===== src/include/rgb_sensor_map.svh =====
`ifndef RGB_SENSOR_MAP_SVH
`define RGB_SENSOR_MAP_SVH

// Register pointer values
`define REG_CONTROL      8'h00
`define REG_MULT_HIGH    8'h01
`define REG_MULT_LOW     8'h02
`define REG_RESULT_FIRST 8'h03
`define REG_RESULT_LAST  8'h0a

// Control register field positions
`define CTL_ADC_RESET    7
`define CTL_STANDBY_REQ  6
`define CTL_STANDBY_MON  5
`define CTL_GAIN_HIGH    3
`define CTL_MODE_MANUAL  2
`define CTL_STEP_MSB     1
`define CTL_STEP_LSB     0

// Values loaded at power-on
`define CONTROL_RESET    8'he4
`define MULT_HIGH_RESET  8'h0c
`define MULT_LOW_RESET   8'h30

// Timing: base integration unit is 87.5 us, power-on wait is 3 ms
`define CLK_MHZ          50
`define BASE_STEP_NS     87500
`define POR_DELAY_MS     3
`define BASE_STEP_CYC    (`BASE_STEP_NS * `CLK_MHZ / 1000)
`define POR_CYC          (`POR_DELAY_MS * 1000 * 1000 * `CLK_MHZ / 1000)

// Unit multipliers per step code in fixed time mode, as shifts
`define STEP_SHIFT_00    5'd0
`define STEP_SHIFT_01    5'd4
`define STEP_SHIFT_10    5'd8
`define STEP_SHIFT_11    5'd11

// Bus address of the sensor
`define DEV_ADDR_DEFAULT 7'h2a

`endif


===== src/include/rgb_sensor_pkg.sv =====
package rgb_sensor_pkg;

  typedef enum logic [2:0] {
    SEQ_IDLE  = 3'b001,
    SEQ_INTEG = 3'b010,
    SEQ_STORE = 3'b100
  } seq_state_t;

  typedef enum logic [10:0] {
    BUS_IDLE   = 11'h001,
    BUS_ADDR   = 11'h002,
    BUS_A_ACK  = 11'h004,
    BUS_A_HOLD = 11'h008,
    BUS_RX     = 11'h010,
    BUS_W_ACK  = 11'h020,
    BUS_W_HOLD = 11'h040,
    BUS_TX     = 11'h080,
    BUS_R_ACK  = 11'h100,
    BUS_R_WAIT = 11'h200,
    BUS_R_NEXT = 11'h400
  } bus_state_t;

endpackage


===== src/verilog/unit_tick_gen.sv =====
`timescale 1ns/10ps
module unit_tick_gen #(
  parameter int PERIOD = 4375
) (
  // Clock and reset
  input  wire logic sys_clk,
  input  wire logic srst,
  // Control and tick
  input  wire logic run,
  output logic      tick
);
  localparam int W = $clog2(PERIOD + 1);

  logic [W-1:0] cnt_reg;
  logic [W-1:0] cnt_next;
  logic         tick_reg;
  logic         tick_next;

  always_comb begin
    cnt_next  = '0;
    tick_next = 1'b0;
    if (run) begin
      if (cnt_reg == W'(PERIOD - 1)) begin
        tick_next = 1'b1;
      end else begin
        cnt_next = W'(cnt_reg + 1'b1);
      end
    end
  end

  always_ff @(posedge sys_clk) begin
    if (srst) begin
      cnt_reg  <= '0;
      tick_reg <= 1'b0;
    end else begin
      cnt_reg  <= cnt_next;
      tick_reg <= tick_next;
    end
  end

  assign tick = tick_reg;
endmodule


===== src/verilog/sensor_bus_slave.sv =====
`timescale 1ns/10ps
module sensor_bus_slave
  import rgb_sensor_pkg::*;
(
  // Clock and reset
  input  wire logic       sys_clk,
  input  wire logic       srst,
  input  wire logic [6:0] dev_addr,
  // Serial pins
  input  wire logic       scl_in,
  input  wire logic       sda_in,
  output logic            sda_out,
  output logic            sda_oe_n,
  // Byte side
  output logic            wr_valid,
  output logic            wr_first,
  output logic [7:0]      wr_byte,
  output logic            rd_adv,
  input  wire logic [7:0] rd_data
);
  logic       scl_s1, scl_s2, scl_d, sda_s1, sda_s2, sda_d;
  bus_state_t st_reg,     st_next;
  logic [2:0] cnt_reg,    cnt_next;
  logic [7:0] sh_reg,     sh_next;
  logic       oe_n_reg,   oe_n_next;
  logic       rw_reg,     rw_next;
  logic       first_reg,  first_next;
  logic       wv_reg,     wv_next;
  logic       wf_reg,     wf_next;
  logic [7:0] wb_reg,     wb_next;
  logic       adv_reg,    adv_next;
  logic       rise, fall, start_det, stop_det;

  assign rise      = scl_s2 & ~scl_d;
  assign fall      = ~scl_s2 & scl_d;
  assign start_det = scl_s2 & scl_d & sda_d & ~sda_s2;
  assign stop_det  = scl_s2 & scl_d & ~sda_d & sda_s2;

  always_comb begin
    st_next    = st_reg;
    cnt_next   = cnt_reg;
    sh_next    = sh_reg;
    oe_n_next  = oe_n_reg;
    rw_next    = rw_reg;
    first_next = first_reg;
    wv_next    = 1'b0;
    wf_next    = wf_reg;
    wb_next    = wb_reg;
    adv_next   = 1'b0;
    if (stop_det) begin
      st_next   = BUS_IDLE;
      oe_n_next = 1'b1;
    end else if (start_det) begin
      st_next    = BUS_ADDR;
      cnt_next   = 3'd0;
      oe_n_next  = 1'b1;
      first_next = 1'b1;
    end else begin
      unique case (st_reg)
        BUS_IDLE: begin
        end
        BUS_ADDR: if (rise) begin
          sh_next  = {sh_reg[6:0], sda_s2};
          cnt_next = 3'(cnt_reg + 3'd1);
          if (cnt_reg == 3'd7) begin
            if (sh_reg[6:0] == dev_addr) begin
              rw_next = sda_s2;
              st_next = BUS_A_ACK;
            end else begin
              st_next = BUS_IDLE;
            end
          end
        end
        BUS_A_ACK: if (fall) begin
          oe_n_next = 1'b0;
          st_next   = BUS_A_HOLD;
        end
        BUS_A_HOLD: if (fall) begin
          cnt_next = 3'd0;
          if (rw_reg) begin
            sh_next   = rd_data;
            oe_n_next = rd_data[7];
            adv_next  = 1'b1;
            st_next   = BUS_TX;
          end else begin
            oe_n_next = 1'b1;
            st_next   = BUS_RX;
          end
        end
        BUS_RX: if (rise) begin
          sh_next  = {sh_reg[6:0], sda_s2};
          cnt_next = 3'(cnt_reg + 3'd1);
          if (cnt_reg == 3'd7) begin
            wv_next = 1'b1;
            wf_next = first_reg;
            wb_next = {sh_reg[6:0], sda_s2};
            st_next = BUS_W_ACK;
          end
        end
        BUS_W_ACK: if (fall) begin
          oe_n_next = 1'b0;
          st_next   = BUS_W_HOLD;
        end
        BUS_W_HOLD: if (fall) begin
          oe_n_next  = 1'b1;
          first_next = 1'b0;
          cnt_next   = 3'd0;
          st_next    = BUS_RX;
        end
        BUS_TX: begin
          if (fall) begin
            sh_next   = {sh_reg[6:0], 1'b0};
            oe_n_next = sh_reg[6];
          end else if (rise) begin
            cnt_next = 3'(cnt_reg + 3'd1);
            if (cnt_reg == 3'd7) st_next = BUS_R_ACK;
          end
        end
        BUS_R_ACK: if (fall) begin
          oe_n_next = 1'b1;
          st_next   = BUS_R_WAIT;
        end
        BUS_R_WAIT: if (rise) begin
          st_next = sda_s2 ? BUS_IDLE : BUS_R_NEXT;
        end
        BUS_R_NEXT: if (fall) begin
          sh_next   = rd_data;
          oe_n_next = rd_data[7];
          adv_next  = 1'b1;
          cnt_next  = 3'd0;
          st_next   = BUS_TX;
        end
      endcase
    end
  end

  always_ff @(posedge sys_clk) begin
    if (srst) begin
      {scl_s1, scl_s2, scl_d} <= 3'h7;
      {sda_s1, sda_s2, sda_d} <= 3'h7;
      st_reg    <= BUS_IDLE;
      cnt_reg   <= 3'd0;
      sh_reg    <= 8'h00;
      oe_n_reg  <= 1'b1;
      rw_reg    <= 1'b0;
      first_reg <= 1'b0;
      wv_reg    <= 1'b0;
      wf_reg    <= 1'b0;
      wb_reg    <= 8'h00;
      adv_reg   <= 1'b0;
    end else begin
      {scl_s1, scl_s2, scl_d} <= {scl_in, scl_s1, scl_s2};
      {sda_s1, sda_s2, sda_d} <= {sda_in, sda_s1, sda_s2};
      st_reg    <= st_next;
      cnt_reg   <= cnt_next;
      sh_reg    <= sh_next;
      oe_n_reg  <= oe_n_next;
      rw_reg    <= rw_next;
      first_reg <= first_next;
      wv_reg    <= wv_next;
      wf_reg    <= wf_next;
      wb_reg    <= wb_next;
      adv_reg   <= adv_next;
    end
  end

  assign sda_out  = 1'b0;
  assign sda_oe_n = oe_n_reg;
  assign wr_valid = wv_reg;
  assign wr_first = wf_reg;
  assign wr_byte  = wb_reg;
  assign rd_adv   = adv_reg;
endmodule


===== src/verilog/rgb_sensor_core.sv =====
// Notes on behaviour
// Top control bit holds conversion reset, keeps registers
// Standby request bit halts conversion, keeps registers
// Read-only monitor bit shows any standby
// Gain bit selects high or low gain
// Mode bit picks manual or fixed time
// Manual mode: one cycle, then automatic standby
// Fixed mode: cycles repeat without standby
// Fixed step codes give 87.5us to 179.2ms
// Manual mode doubles each step base time
// Manual mode multiplies base by sixteen-bit N
// Multiplier high byte at 01, low at 02
// Results at 03..0A, high first, R G B C
// Results hold until next measurement replaces them
// Power-on wait about 3 ms, then defaults
// Control write: address, pointer 00, byte, acks
// Host starts with reset-set write, then clear
// Read: pointer 03, restart, eight bytes, NACK last
// Pointer advances after every data byte
// Control bit 4 reads zero, ignores writes
`timescale 1ns/10ps
`include "rgb_sensor_map.svh"
module rgb_sensor_core
  import rgb_sensor_pkg::*;
#(
  parameter int         POR_CYCLES  = `POR_CYC,
  parameter int         UNIT_CYCLES = `BASE_STEP_CYC,
  parameter logic [6:0] DEV_ADDR    = `DEV_ADDR_DEFAULT
) (
  // Clock and reset
  input  wire logic       sys_clk,
  input  wire logic       srst,
  // Serial bus pins
  input  wire logic       scl_in,
  input  wire logic       sda_in,
  output logic            sda_out,
  output logic            sda_oe_n,
  // Photodiode front end
  input  wire logic       photo_pulse,
  output logic [1:0]      chan_sel,
  output logic            gain_high,
  output logic            integrating,
  output logic            standby
);
  localparam int POR_W = $clog2(POR_CYCLES + 1);
  localparam logic [7:0] CTL_DEFAULT = `CONTROL_RESET;

  // Power-on delay
  logic [POR_W-1:0] por_cnt_reg;
  logic [POR_W-1:0] por_cnt_next;
  logic             por_done_reg;
  logic             por_done_next;
  logic             bus_rst;

  // Control and multiplier registers
  logic             adc_rst_reg,  adc_rst_next;
  logic             sb_req_reg,   sb_req_next;
  logic             gain_reg,     gain_next;
  logic             mode_reg,     mode_next;
  logic [1:0]       step_reg,     step_next;
  logic             auto_sb_reg,  auto_sb_next;
  logic [15:0]      mult_reg,     mult_next;
  logic [7:0]       ptr_reg,      ptr_next;
  logic [7:0]       ctl_rdata;
  logic [7:0]       rd_data;
  logic [7:0]       res_off;

  // Sequencer
  seq_state_t       state_reg,    state_next;
  logic [1:0]       chan_reg,     chan_next;
  logic [28:0]      unit_cnt_reg, unit_cnt_next;
  logic [15:0]      photo_reg,    photo_next;
  logic [3:0][15:0] result_reg,   result_next;
  logic [28:0]      target;
  logic             run;
  logic             unit_tick;
  logic             manual_done;

  // Photo pulse synchroniser
  logic             ph_s1, ph_s2, ph_d;
  logic             photo_edge;

  // Output flops
  logic [1:0]       chan_sel_reg,    chan_sel_next;
  logic             gain_high_reg,   gain_high_next;
  logic             integ_reg,       integ_next;
  logic             standby_reg,     standby_next;

  // Bus slave byte side
  logic             wr_valid;
  logic             wr_first;
  logic [7:0]       wr_byte;
  logic             rd_adv;

  // Integration length in base units for the current settings
  function automatic logic [28:0] units_for(input logic manual,
                                            input logic [1:0] step,
                                            input logic [15:0] n);
    logic [4:0]  sh;
    logic [28:0] base;
    sh = `STEP_SHIFT_00;
    unique case (step)
      2'b00: sh = `STEP_SHIFT_00;
      2'b01: sh = `STEP_SHIFT_01;
      2'b10: sh = `STEP_SHIFT_10;
      2'b11: sh = `STEP_SHIFT_11;
    endcase
    base = 29'd1 << sh;
    if (manual) begin
      units_for = 29'((base << 1) * {13'h0000, n});
    end else begin
      units_for = base;
    end
  endfunction

  assign target     = units_for(mode_reg, step_reg, mult_reg);
  assign run        = ~adc_rst_reg & ~sb_req_reg & ~auto_sb_reg;
  assign photo_edge = ph_s2 & ~ph_d;
  assign bus_rst    = srst | ~por_done_reg;

  // Power-on wait, bus ignored until it ends
  always_comb begin
    por_cnt_next  = por_cnt_reg;
    por_done_next = por_done_reg;
    if (!por_done_reg) begin
      if (por_cnt_reg == POR_W'(POR_CYCLES - 1)) begin
        por_done_next = 1'b1;
      end else begin
        por_cnt_next = POR_W'(por_cnt_reg + 1'b1);
      end
    end
  end

  always_ff @(posedge sys_clk) begin
    if (srst) begin
      por_cnt_reg  <= '0;
      por_done_reg <= 1'b0;
    end else begin
      por_cnt_reg  <= por_cnt_next;
      por_done_reg <= por_done_next;
    end
  end

  // Control read value, bit 4 always zero
  always_comb begin
    ctl_rdata                   = 8'h00;
    ctl_rdata[`CTL_ADC_RESET]   = adc_rst_reg;
    ctl_rdata[`CTL_STANDBY_REQ] = sb_req_reg;
    ctl_rdata[`CTL_STANDBY_MON] = sb_req_reg | auto_sb_reg;
    ctl_rdata[`CTL_GAIN_HIGH]   = gain_reg;
    ctl_rdata[`CTL_MODE_MANUAL] = mode_reg;
    ctl_rdata[`CTL_STEP_MSB:`CTL_STEP_LSB] = step_reg;
  end

  // Read mux on the pointer
  always_comb begin
    res_off = 8'(ptr_reg - `REG_RESULT_FIRST);
    rd_data = 8'h00;
    if (ptr_reg == `REG_CONTROL) begin
      rd_data = ctl_rdata;
    end else if (ptr_reg == `REG_MULT_HIGH) begin
      rd_data = mult_reg[15:8];
    end else if (ptr_reg == `REG_MULT_LOW) begin
      rd_data = mult_reg[7:0];
    end else if (ptr_reg >= `REG_RESULT_FIRST &&
                 ptr_reg <= `REG_RESULT_LAST) begin
      rd_data = res_off[0] ? result_reg[res_off[2:1]][7:0]
                           : result_reg[res_off[2:1]][15:8];
    end
  end

  // Register writes and pointer
  always_comb begin
    adc_rst_next = adc_rst_reg;
    sb_req_next  = sb_req_reg;
    gain_next    = gain_reg;
    mode_next    = mode_reg;
    step_next    = step_reg;
    auto_sb_next = auto_sb_reg;
    mult_next    = mult_reg;
    ptr_next     = ptr_reg;
    if (wr_valid) begin
      if (wr_first) begin
        ptr_next = wr_byte;
      end else begin
        ptr_next = 8'(ptr_reg + 8'h01);
        if (ptr_reg == `REG_CONTROL) begin
          adc_rst_next = wr_byte[`CTL_ADC_RESET];
          sb_req_next  = wr_byte[`CTL_STANDBY_REQ];
          gain_next    = wr_byte[`CTL_GAIN_HIGH];
          mode_next    = wr_byte[`CTL_MODE_MANUAL];
          step_next    = wr_byte[`CTL_STEP_MSB:`CTL_STEP_LSB];
          auto_sb_next = 1'b0;
        end else if (ptr_reg == `REG_MULT_HIGH) begin
          mult_next[15:8] = wr_byte;
        end else if (ptr_reg == `REG_MULT_LOW) begin
          mult_next[7:0] = wr_byte;
        end
      end
    end else if (rd_adv) begin
      ptr_next = 8'(ptr_reg + 8'h01);
    end
    if (manual_done) begin
      auto_sb_next = 1'b1;
    end
  end

  always_ff @(posedge sys_clk) begin
    if (srst) begin
      adc_rst_reg <= CTL_DEFAULT[`CTL_ADC_RESET];
      sb_req_reg  <= CTL_DEFAULT[`CTL_STANDBY_REQ];
      gain_reg    <= CTL_DEFAULT[`CTL_GAIN_HIGH];
      mode_reg    <= CTL_DEFAULT[`CTL_MODE_MANUAL];
      step_reg    <= CTL_DEFAULT[`CTL_STEP_MSB:`CTL_STEP_LSB];
      auto_sb_reg <= CTL_DEFAULT[`CTL_STANDBY_MON];
      mult_reg    <= {`MULT_HIGH_RESET, `MULT_LOW_RESET};
      ptr_reg     <= `REG_CONTROL;
    end else begin
      adc_rst_reg <= adc_rst_next;
      sb_req_reg  <= sb_req_next;
      gain_reg    <= gain_next;
      mode_reg    <= mode_next;
      step_reg    <= step_next;
      auto_sb_reg <= auto_sb_next;
      mult_reg    <= mult_next;
      ptr_reg     <= ptr_next;
    end
  end

  // Measurement sequencer: red, green, blue, correction
  always_comb begin
    state_next    = state_reg;
    chan_next     = chan_reg;
    unit_cnt_next = unit_cnt_reg;
    photo_next    = photo_reg;
    result_next   = result_reg;
    manual_done   = 1'b0;
    if (photo_edge && photo_reg != 16'hffff) begin
      photo_next = 16'(photo_reg + 16'h0001);
    end
    unique case (state_reg)
      SEQ_IDLE: begin
        unit_cnt_next = 29'd0;
        photo_next    = 16'h0000;
        chan_next     = 2'd0;
        if (run) state_next = SEQ_INTEG;
      end
      SEQ_INTEG: begin
        if (!run) begin
          state_next = SEQ_IDLE;
        end else if (unit_tick) begin
          if (29'(unit_cnt_reg + 29'd1) >= target) begin
            state_next = SEQ_STORE;
          end else begin
            unit_cnt_next = 29'(unit_cnt_reg + 29'd1);
          end
        end
      end
      SEQ_STORE: begin
        result_next[chan_reg] = photo_reg;
        unit_cnt_next = 29'd0;
        photo_next    = 16'h0000;
        chan_next     = 2'(chan_reg + 2'd1);
        state_next    = SEQ_INTEG;
        if (chan_reg == 2'd3 && mode_reg) begin
          manual_done = 1'b1;
          state_next  = SEQ_IDLE;
        end
      end
    endcase
  end

  always_ff @(posedge sys_clk) begin
    if (srst) begin
      state_reg    <= SEQ_IDLE;
      chan_reg     <= 2'd0;
      unit_cnt_reg <= 29'd0;
      photo_reg    <= 16'h0000;
      result_reg   <= '0;
      ph_s1        <= 1'b0;
      ph_s2        <= 1'b0;
      ph_d         <= 1'b0;
    end else begin
      state_reg    <= state_next;
      chan_reg     <= chan_next;
      unit_cnt_reg <= unit_cnt_next;
      photo_reg    <= photo_next;
      result_reg   <= result_next;
      ph_s1        <= photo_pulse;
      ph_s2        <= ph_s1;
      ph_d         <= ph_s2;
    end
  end

  // Front-end steering outputs
  always_comb begin
    chan_sel_next  = chan_next;
    gain_high_next = gain_next;
    integ_next     = (state_next == SEQ_INTEG);
    standby_next   = sb_req_next | auto_sb_next;
  end

  always_ff @(posedge sys_clk) begin
    if (srst) begin
      chan_sel_reg  <= 2'd0;
      gain_high_reg <= 1'b0;
      integ_reg     <= 1'b0;
      standby_reg   <= 1'b0;
    end else begin
      chan_sel_reg  <= chan_sel_next;
      gain_high_reg <= gain_high_next;
      integ_reg     <= integ_next;
      standby_reg   <= standby_next;
    end
  end

  assign chan_sel    = chan_sel_reg;
  assign gain_high   = gain_high_reg;
  assign integrating = integ_reg;
  assign standby     = standby_reg;

  unit_tick_gen #(
    .PERIOD (UNIT_CYCLES)
  ) u_tick (
    .sys_clk (sys_clk),
    .srst    (srst),
    .run     (state_reg == SEQ_INTEG),
    .tick    (unit_tick)
  );

  sensor_bus_slave u_bus (
    .sys_clk  (sys_clk),
    .srst     (bus_rst),
    .dev_addr (DEV_ADDR),
    .scl_in   (scl_in),
    .sda_in   (sda_in),
    .sda_out  (sda_out),
    .sda_oe_n (sda_oe_n),
    .wr_valid (wr_valid),
    .wr_first (wr_first),
    .wr_byte  (wr_byte),
    .rd_adv   (rd_adv),
    .rd_data  (rd_data)
  );

  AST_ADC_RST_HALTS: assert property (
    @(posedge sys_clk) disable iff (srst)
    adc_rst_reg ##1 adc_rst_reg |=> !integrating && $stable(result_reg))
    else $error("conversion ran while held in reset");

  AST_STANDBY_HALTS: assert property (
    @(posedge sys_clk) disable iff (srst)
    sb_req_reg && state_reg != SEQ_STORE
    |=> !integrating && (standby || !sb_req_reg))
    else $error("conversion ran during standby");

  AST_MONITOR_BIT: assert property (
    @(posedge sys_clk) disable iff (srst)
    auto_sb_reg && !(wr_valid && !wr_first && ptr_reg == `REG_CONTROL)
    |-> ctl_rdata[`CTL_STANDBY_MON] ##1 standby)
    else $error("standby monitor bit not set");

  AST_MANUAL_AUTO_STANDBY: assert property (
    @(posedge sys_clk) disable iff (srst)
    state_reg == SEQ_STORE && chan_reg == 2'd3 && mode_reg
    |=> auto_sb_reg && state_reg == SEQ_IDLE && standby)
    else $error("manual cycle did not enter standby");

  AST_FIXED_REPEATS: assert property (
    @(posedge sys_clk) disable iff (srst)
    state_reg == SEQ_STORE && chan_reg == 2'd3 && !mode_reg
    |=> state_reg == SEQ_INTEG && chan_reg == 2'd0)
    else $error("fixed mode did not restart the cycle");

  AST_FIXED_STEP: assert property (
    @(posedge sys_clk) disable iff (srst)
    !mode_reg |-> target == (step_reg == 2'b11 ? 29'd2048 :
                             step_reg == 2'b10 ? 29'd256 :
                             step_reg == 2'b01 ? 29'd16 : 29'd1))
    else $error("fixed step length wrong");

  AST_MANUAL_STEP: assert property (
    @(posedge sys_clk) disable iff (srst)
    mode_reg |-> target == 29'(mult_reg * (step_reg == 2'b11 ? 4096 :
                                           step_reg == 2'b10 ? 512 :
                                           step_reg == 2'b01 ? 32 : 2)))
    else $error("manual step length wrong");

  AST_RESULTS_HOLD: assert property (
    @(posedge sys_clk) disable iff (srst)
    state_reg != SEQ_STORE |=> $stable(result_reg))
    else $error("result changed without a measurement");

  AST_POINTER_ADVANCE: assert property (
    @(posedge sys_clk) disable iff (srst)
    (wr_valid && !wr_first) || (rd_adv && !wr_valid)
    |=> ptr_reg == 8'($past(ptr_reg) + 8'h01))
    else $error("pointer did not advance");

  AST_BIT4_ZERO: assert property (
    @(posedge sys_clk) disable iff (srst)
    wr_valid && !wr_first && ptr_reg == `REG_CONTROL |=> !ctl_rdata[4])
    else $error("control bit 4 not zero");

  AST_POR_SILENT: assert property (
    @(posedge sys_clk) disable iff (srst)
    !por_done_reg |-> sda_oe_n && mult_reg == 16'h0c30)
    else $error("bus active during power-on wait");
endmodule


===== config.mk =====
export PLATFORM = sky130hd
export DESIGN_NAME = rgb_sensor_core
export DESIGN_NICKNAME = d
export VERILOG_FILES = /design/src/include/rgb_sensor_pkg.sv /design/src/verilog/unit_tick_gen.sv /design/src/verilog/sensor_bus_slave.sv /design/src/verilog/rgb_sensor_core.sv
export VERILOG_INCLUDE_DIRS = /design/src /design/src/include
export SDC_FILE = /design/constraint.sdc
export NUM_CORES = 1
export LEC_CHECK = 0
export BUFFER_PORTS_ARGS = -buffer_cell sky130_fd_sc_hd__buf_2
export CELL_PAD_IN_SITES_DETAIL_PLACEMENT = 1
export CELL_PAD_IN_SITES_GLOBAL_PLACEMENT = 1
export CORE_MARGIN = 2
export CORE_UTILIZATION = 45
export CTS_CLUSTER_SIZE = 30
export DETAILED_ROUTE_END_ITERATION = 7
export PLACE_DENSITY_LB_ADDON = 0.1
export SLEW_MARGIN = 20
export SYNTH_ARGS = -nofsm -noshare
export SYNTH_HDL_FRONTEND = slang
export SYNTH_SLANG_ARGS = --single-unit

===== constraint.sdc =====
create_clock -name sys_clk -period 14.3 [get_ports sys_clk]
set_input_delay 1.43 -clock sys_clk [delete_from_list [all_inputs] [get_ports sys_clk]]
set_output_delay 1.43 -clock sys_clk [all_outputs]
set_load 0.005 [all_outputs]

==> run summary, run 1 <==
The routed length per placed instance is between 15 and 20 um. The maximum ir drop on the vdd rail is between 0.07 and 0.08 mV. The post-route DRC violation count came out at 0. The flow ran to the end, and the final reports show no timing, DRC or antenna violations. The first global-routing pass estimated approximately 71 mm of wire.

The critical path is of the flip-flop to flip-flop type. The tree is rooted in a clkbuf_16. Subtracting the final worst setup slack from the clock period gives between 9000 and 10000 ps. The async set-reset flop share out of synthesis came out at 0%. The min-delay analysis places its worst path in the category flip-flop to flip-flop. The data required time of the critical path came out at 14740 ps. The number of antenna violations at the first check in global routing came out at 0.

The post-synthesis cell area is roughly 16000 sq um. The routed via count divided by cell count is approximately 5.5. Data on the critical path arrives at its endpoint at about 9800 ps. The total buffers and inverters traversed by the critical path is 5. The number of placed I/O pins came out at 12. Summed over all failing endpoints, the final setup total negative slack is 0 ps.

The worst setup path is launched from a flip-flop. Among all flip-flop cells after synthesis, the most frequent one is dfxtp_1. The register with the most flip-flops in the layout has 64 of them.

The number of flops mapped to enable cells by yosys came out at 0. Yosys attributes the largest share of cell area to dfxtp_1 (28%), ha_1 (13%), fa_1 (8.7%), nand2_1 (6.4%), a21oi_1 (4.0%). The number of synthesized register bits came out at roughly 220. The power after layout came out at between 1.5 and 2 mW.

The area used by multi-input combinational logic came out at around 11000 sq um. The area of the die is roughly 37000 sq um. The number of inserted filler cells in the final layout is 4244.

For this design, the CTS-stage hold fixing added 0 buffers. The number of clock sinks came out at about 220. Max-cap violations in this run came to 0.

The number of failing setup endpoints in the final timing report is 0. The pin count of the biggest net entering global routing came out at 76. The final RePlAce weighted congestion came out at ~0.91. The depth of the CTS H-tree is 1. The worst slew margin relative to its limit is 36.8%. Derived from the worst setup path, the maximum achievable clock frequency is between 0.1 and 0.15 GHz. The area taken by flip-flops and latches is between 4000 and 5000 sq um. The top cell family by delay on the critical path is adder cells. The via count of the first global-routing pass is between 10000 and 15000. For the worst-skew pair, the clock arrives at the later sink with an insertion delay of ~570 ps. The total clock buffers created by CTS came out at 27. The proportion of layout cells with a drive suffix above 1 is between 5 and 6%. The distinct cell type count of the synthesized netlist came out at 74.

The transition time at the pin with the least slew margin is about 940 ps. The total global routing track utilization is between 20% and 30%. The worst hold margin came out at between 400 and 500 ps. The count of endpoints failing hold in the final timing report is 0. For this block, the initial DRC count from the detailed router was approximately 540.

The register area share after synthesis came out at around 28%. The antenna diode instance count is 0. The total core area is 35500 sq um.

Once the clock tree was built, the resizer swapped 0 gates to a different size. The number of setup buffers added after CTS is 0. The count of port buffers added during placement is 10. The Yosys warning count is 0.

The HPWL after detailed placement is about 32 mm. The worst stage delay on the critical path is 780 ps. The total count of max-transition violations in the final report came out at 0. For this block, the via count after detailed routing is about 13000. The share of synthesized area in the top cell type comes to ~28%. The clock-pin slew on the worst setup and hold paths is roughly 60 ps.

For this design, the slowest cell found on the critical path is nor2b_1. The detailed-router iteration count before antenna repair came out at 5. The total wire length came out at ~43 mm. No sink is reached through more buffers than the 3 on the longest clock path.

Summed over all instances, the cell type with the most area after synthesis is dfxtp_1. With fillers left out, the area of the finished cells amounts to approximately 18000 sq um. The initial cell density of the core came out at between 40% and 50%. TritonCTS built the clock tree. The synthesized instance count came out at 1918. Along the worst path, the maximum fanout reaches 23.

The final worst-path cycle share came out at around 65%. The static power due to leakage is 7.51 nW. The synthesis-to-finish area growth came out at 9.13%.

On the final layout, the worst clock skew is approximately 17 ps. The row count came out at a little under 70. The average cell area after synthesis came out at 8.44 sq um. The overall die width is approximately 190 um. The final core utilization is between 40 and 50%.

Dividing total power by cell area gives a power density of around 95 nW/um^2. From bottom edge to top edge, the die measures 194 um. The remaining global-route overflow came out at 0. Counting stages on the worst path, the most repeated cell is fa_1.

The final layout contains between 2000 and 2500 nets. The placed instances occupy a cell area of approximately 17000 sq um. The kind of end point of the critical path is a flip-flop.

Setup repair after global routing left no endpoint under its margin. The count of nets left with antenna violations after detail routing came out at 0.
-- layout make-up --
class / count / area share [%]
Multi-Input combinational cell: 1513 / 62.4
Sequential cell: 224 / 25.4
Clock buffer: 35 / 4.17
Tap cell: 461 / 3.27
Inverter: 147 / 3.12
Clock inverter: 11 / 0.864
Timing Repair Buffer: 22 / 0.808
-- path summary, 6_finish.rpt --
check	startpoint	endpoint	slack, ps	depth (start not counted)
worst max-delay path	step_reg[1]$_SDFFE_PP0P_	unit_cnt_reg[18]$_SDFFE_PP0P_	4930	29
worst min-delay path	u_bus.sda_s1$_SDFF_PP1_	u_bus.sda_s2$_SDFF_PP1_	410	1
worst max register to register	step_reg[1]$_SDFFE_PP0P_	unit_cnt_reg[18]$_SDFFE_PP0P_	4930	29
worst min register to register	u_bus.sda_s1$_SDFF_PP1_	u_bus.sda_s2$_SDFF_PP1_	410	1
-- synthesized netlist by cell type (49+ instances only) --
cell type	instances
ha_1	172
nand3_1	59
nand2_1	274
mux2i_1	56
clkbuf_1	75
fa_1	70
inv_1	147
o21ai_0	50
dfxtp_1	224
xnor2_1	49
and2_1	50
nor2_1	150
a21oi_1	129
-- cells in the final DEF (no fill, tap or decap), types with 50 or more instances in the layout --
master,n
nand2_1,274
and2_1,50
a21oi_1,129
inv_1,147
dfxtp_1,224
nor2_1,150
conb_1,60
nand3_1,59
ha_1,172
mux2i_1,56
fa_1,70
-- worst reg2reg max path, delay by kind of cell, from the launching register on --
kind            cells  cell delay [ps]
fa+ha+maj           8             3130
flops               1              680
simple gates        4             1860
compound gates     10             2480
mux                 2              450
buf+inv             5              630
-- kinds of logic (layout without fill, tap and decap cells) --
logic type               Yosys count  in the layout  share of synthesized area (%)
AO/OA/AOI/OAI                    299            299                           11.5
other                              2             60                         0.0464
buffers and inverters            239            215                           5.70
multiplexers                      78             78                           6.04
adder cells (fa/ha/maj)          242            242                           22.0
XOR/XNOR                          85             85                           4.60
AND/OR/NAND/NOR                  749            749                           22.4
flip-flops                       224            224                           27.7
-- report_power, final --
group / switching (mW) / leakage, nW / total, mW / internal [mW]
sequential: 0.000912 / 1.81 / 0.626 / 0.625
clock: 0.280 / 0.428 / 0.696 / 0.416
combinational: 0.205 / 5.28 / 0.363 / 0.157
total: 0.486 / 7.51 / 1.68 / 1.20
-- per-stage QoR --
stage / std cells / setup slack (ps)
after global routing: 2413 / 4270
after floorplan: 1976 / 6580
after global placement: 2367 / 4920
after CTS: 2413 / 4540
after detailed placement: 2367 / 4550
final: 2413 / 4930
-- routing by layer --
| metal | track usage, % | part of all wire [%] | vias to the layer above |
|---|---|---|---|
| met5 | 0 | 0 | - |
| met1 | 29.8 | 47 | 6545 |
| met2 | 40.7 | 49 | 124 |
| li1 | - | - | 6526 |
| met3 | 2.63 | 2.6 | 52 |
| met4 | 4.64 | 1.7 | 0 |
(Power assumes the default switching activity.)
==> run 2: changes to the inputs <==
==> constraint.sdc (replaced) <==
create_clock -name sys_clk -period 9 [get_ports sys_clk]
set_input_delay 0.9 -clock sys_clk [delete_from_list [all_inputs] [get_ports sys_clk]]
set_output_delay 0.9 -clock sys_clk [all_outputs]
set_load 0.005 [all_outputs]
==> run 2 against run 1 <==
Flip-flop and latch count unchanged. First-iteration DRC count rose by 9.1%. Clock power up 64%. Clock skew shrank 2.2 ps. Critical path depth is 5 lower. Utilization rose by 0.20 points. Combinational power increased by 58%. Global-route usage up 0.59 points. Sequential power grew 59%.
==> run summary, run 2 (synthesis results as in run 1) <==
The worst slew margin relative to its limit was 34.7% (was 36.8%). The row count is 69 (unchanged). The overall die width came out at 194 um (unchanged). The kind of start point of the critical path is a flip-flop (unchanged). The data arrival time of the critical path came out at 8900 ps (was 9800 ps).

The static power due to leakage is 7.56 nW (was 7.51 nW). The maximum clock insertion buffer count is 3 (unchanged). The clock latency on the worst-skew pair is 560 ps (was 570 ps).

The pin count of the biggest net entering global routing came out at 92 (was 76). The remaining global-route overflow is 0 (unchanged). The number of buffers inserted for hold repair after clock tree synthesis was 0 (unchanged). The area of the die came out at 37500 sq um (unchanged). The routed length on met3 came out at 1.26 mm (was 1.10 mm).

The power density over the cells came out at 153 nW/um^2 (was 95.4 nW/um^2). The vias after detailed routing is 13360 (was 13247). The clock-pin slew on the worst setup and hold paths was 60 ps (about the same). Top library cells by usage in the layout, fill and taps aside: nand2_1 (274), dfxtp_1 (224), ha_1 (172), nor2_1 (150), inv_1 (147) (unchanged). The total of cells resized after clock tree synthesis came to 0 (unchanged). The total core area came to 35500 sq um (unchanged). The total met2 wirelength after detailed routing is 21.3 mm (was 21.1 mm).

The minimum setup slack in the final design is 576 ps (was 4930 ps). The signal on the critical path passes through nor2b_1 -> and2_1 -> ha_1 -> ha_1 -> fa_1 -> fa_1 -> fa_1 -> fa_1 -> ha_1 -> a21oi_1 -> o21ai_0 -> or3_1 -> a211oi_1 -> nor3_1 -> o21ai_0 -> mux2_2 -> ha_1 -> nand4_1 -> o21ai_0 -> o21ai_0 -> buf_4 -> nand2_1 -> buf_12 -> mux2i_1. The TritonCTS clock tree is yes (unchanged). The highest routed metal layer is met4 (unchanged). The total global routing track utilization is 23.4% (was 22.9%). The total buffers and inverters traversed by the critical path was 2 (was 5). The met1 layer wirelength in the final routing came out at 20.1 mm (was 19.9 mm).

RSZ-0062 raised after global routing: false (unchanged). The total negative slack came to 0 ps (unchanged). The worst stage delay on the critical path came out at 570 ps (was 780 ps).

The number of clock sinks is 224 (unchanged). The maximum fanout count along the critical path came out at 13 (was 23). The placed wire-length estimate came to 32.5 mm (was 32.1 mm). The transition time at the pin with the least slew margin is 980 ps (was 939 ps).

The cell with the biggest individual delay on the critical path is nor2b_1 (unchanged). The flip-flop count of the largest register, all copies and words added is 64 (unchanged). The shortest clock period the worst path allows after layout came out at 8420 ps (was 9370 ps).

The detailed-router iteration count before antenna repair came out at 5 (unchanged). The kind of end point of the critical path was a flip-flop (unchanged). The violation count after the first detailed-route iteration came to 587 (was 538). The maximum frequency from static timing analysis came out at 0.119 GHz (was 0.107 GHz).

The worst setup slack before clock tree synthesis was 661 ps (was 4550 ps). Run status: finished, final reports clean (unchanged). The count of nets left with antenna violations after detail routing is 0 (unchanged). The routed length per placed instance is 18.1 um (was 17.7 um).

The die height is 194 um (unchanged). The top cell family by delay on the critical path is adder cells (unchanged). The total clock buffers created by CTS came out at 27 (unchanged). The most frequent standard cell in the layout excluding fill and tap cells was nand2_1 (unchanged).

The count of endpoints failing hold in the final timing report is 0 (unchanged). The final clock skew came out at 14.6 ps (was 16.8 ps). The first-pass GRT wire length came out at 72.7 mm (was 70.6 mm). The library cell used as clock root buffer is clkbuf_16 (unchanged). The number of placed I/O pins was 12 (unchanged). The total wire length is 43.7 mm (was 42.8 mm). The number of setup buffers added after CTS is 0 (unchanged). The final net count is 2186 (was 2182).

The initial cell density of the core is 45.6% (unchanged). The maximum ir drop on the vdd rail came out at 0.144 mV (was 0.0752 mV). The kind of critical path is flip-flop to flip-flop (unchanged). The total count of max-transition violations in the final report is 0 (unchanged). The via count of the first global-routing pass came out at 14056 (was 13652). The number of violations of the max-capacitance limit is 0 (unchanged). The synthesis-to-finish area growth is 9.56% (was 9.13%). The proportion of layout cells with a drive suffix above 1 is 5.67% (was 5.48%). The routed via count divided by cell count was 5.52 (was 5.49). The worst hold-check path type is flip-flop to flip-flop (unchanged). The post-detailed-placement cell area is 16800 sq um (about the same). The final worst-path cycle share is 93.6% (was 65.5%). The design area is 17700 sq um (about the same). The antenna diode instance count came out at 0 (unchanged).

The depth of the CTS H-tree came out at 1 (unchanged). The data required time of the critical path came out at 9470 ps (was 14740 ps). The final RePlAce weighted congestion is 0.888 (was 0.912).

The count of port buffers added during placement is 10 (unchanged). The number of antenna violations at the first check in global routing is 0 (unchanged). The post-route DRC violation count is 0 (unchanged). The number of failing setup endpoints in the final timing report is 0 (unchanged).
-- run 2: changes by cell type in the layout (fill, tap and decap cells not counted) --
cell        change
buf_4           +3
clkinvlp_4      -3
clkbuf_1        +2
clkbuf_8        +2
buf_12          +1
clkinv_2        -1
inv_6           +1
inv_8           +1
o21ai_0         +1
o21ai_1         -1
-- run 2: per-stage QoR --
stage | hold WS (ps) | total power [mW] | utilization [%] | instances
6_report | 409 | 2.71 | 50.0 | 2419
3_5_place_dp | 398 | 1.60 | 47.4 | 2371
5_1_grt | 435 | 2.87 | 50.0 | 2419
2_1_floorplan | 386 | 1.47 | - | 1976
4_1_cts | 411 | 2.75 | 50.0 | 2419
3_3_place_gp | 391 | 1.58 | 47.4 | 2371
-- run 2: layer usage --
layer | GRT usage (%) | vias to the layer above
met5 | 0 | -
met4 | 6.45 | 0
met3 | 2.05 | 68
met2 | 41.5 | 181
met1 | 30.6 | 6588
li1 | - | 6523
-- run 2: report_power, final --
| group | total (mW) | internal, mW | switching [mW] |
|---|---|---|---|
| logic | 0.574 | 0.249 | 0.326 |
| clock network | 1.14 | 0.683 | 0.456 |
| registers | 0.995 | 0.993 | 0.00135 |
| total | 2.71 | 1.93 | 0.782 |
-- run 2: worst register-to-register path: stages, from the launching register on --
cell,delay [ps]
dfxtp_1,530
nor2b_1,580
and2_1,230
ha_1,130
ha_1,240
fa_1,510
fa_1,520
fa_1,530
fa_1,500
ha_1,390
a21oi_1,220
o21ai_0,160
or3_1,320
a211oi_1,370
nor3_1,180
o21ai_0,240
mux2_2,380
ha_1,300
nand4_1,160
o21ai_0,580
o21ai_0,210
buf_4,210
nand2_1,430
buf_12,240
mux2i_1,220
-- run 2: final timing paths --
kind	from	end	slack, ps	cells after the start
worst max-delay path	step_reg[0]$_SDFFE_PP0P_	unit_cnt_reg[11]$_SDFFE_PP0P_	580	24
worst min-delay path	u_bus.scl_s1$_SDFF_PP1_	u_bus.scl_s2$_SDFF_PP1_	410	1
worst max register to register	step_reg[0]$_SDFFE_PP0P_	unit_cnt_reg[11]$_SDFFE_PP0P_	580	24
worst min register to register	u_bus.scl_s1$_SDFF_PP1_	u_bus.scl_s2$_SDFF_PP1_	410	1
-- run 2: layout make-up --
| class | count | area (sq um) |
|---|---|---|
| Multi-Input combinational cell | 1513 | 11000 |
| Inverter | 147 | 552 |
| Timing Repair Buffer | 26 | 185 |
| Clock buffer | 39 | 771 |
| Clock inverter | 9 | 145 |
| Fill cell | 4200 | 17800 |
| Sequential cell | 224 | 4480 |
| Tap cell | 461 | 577 |
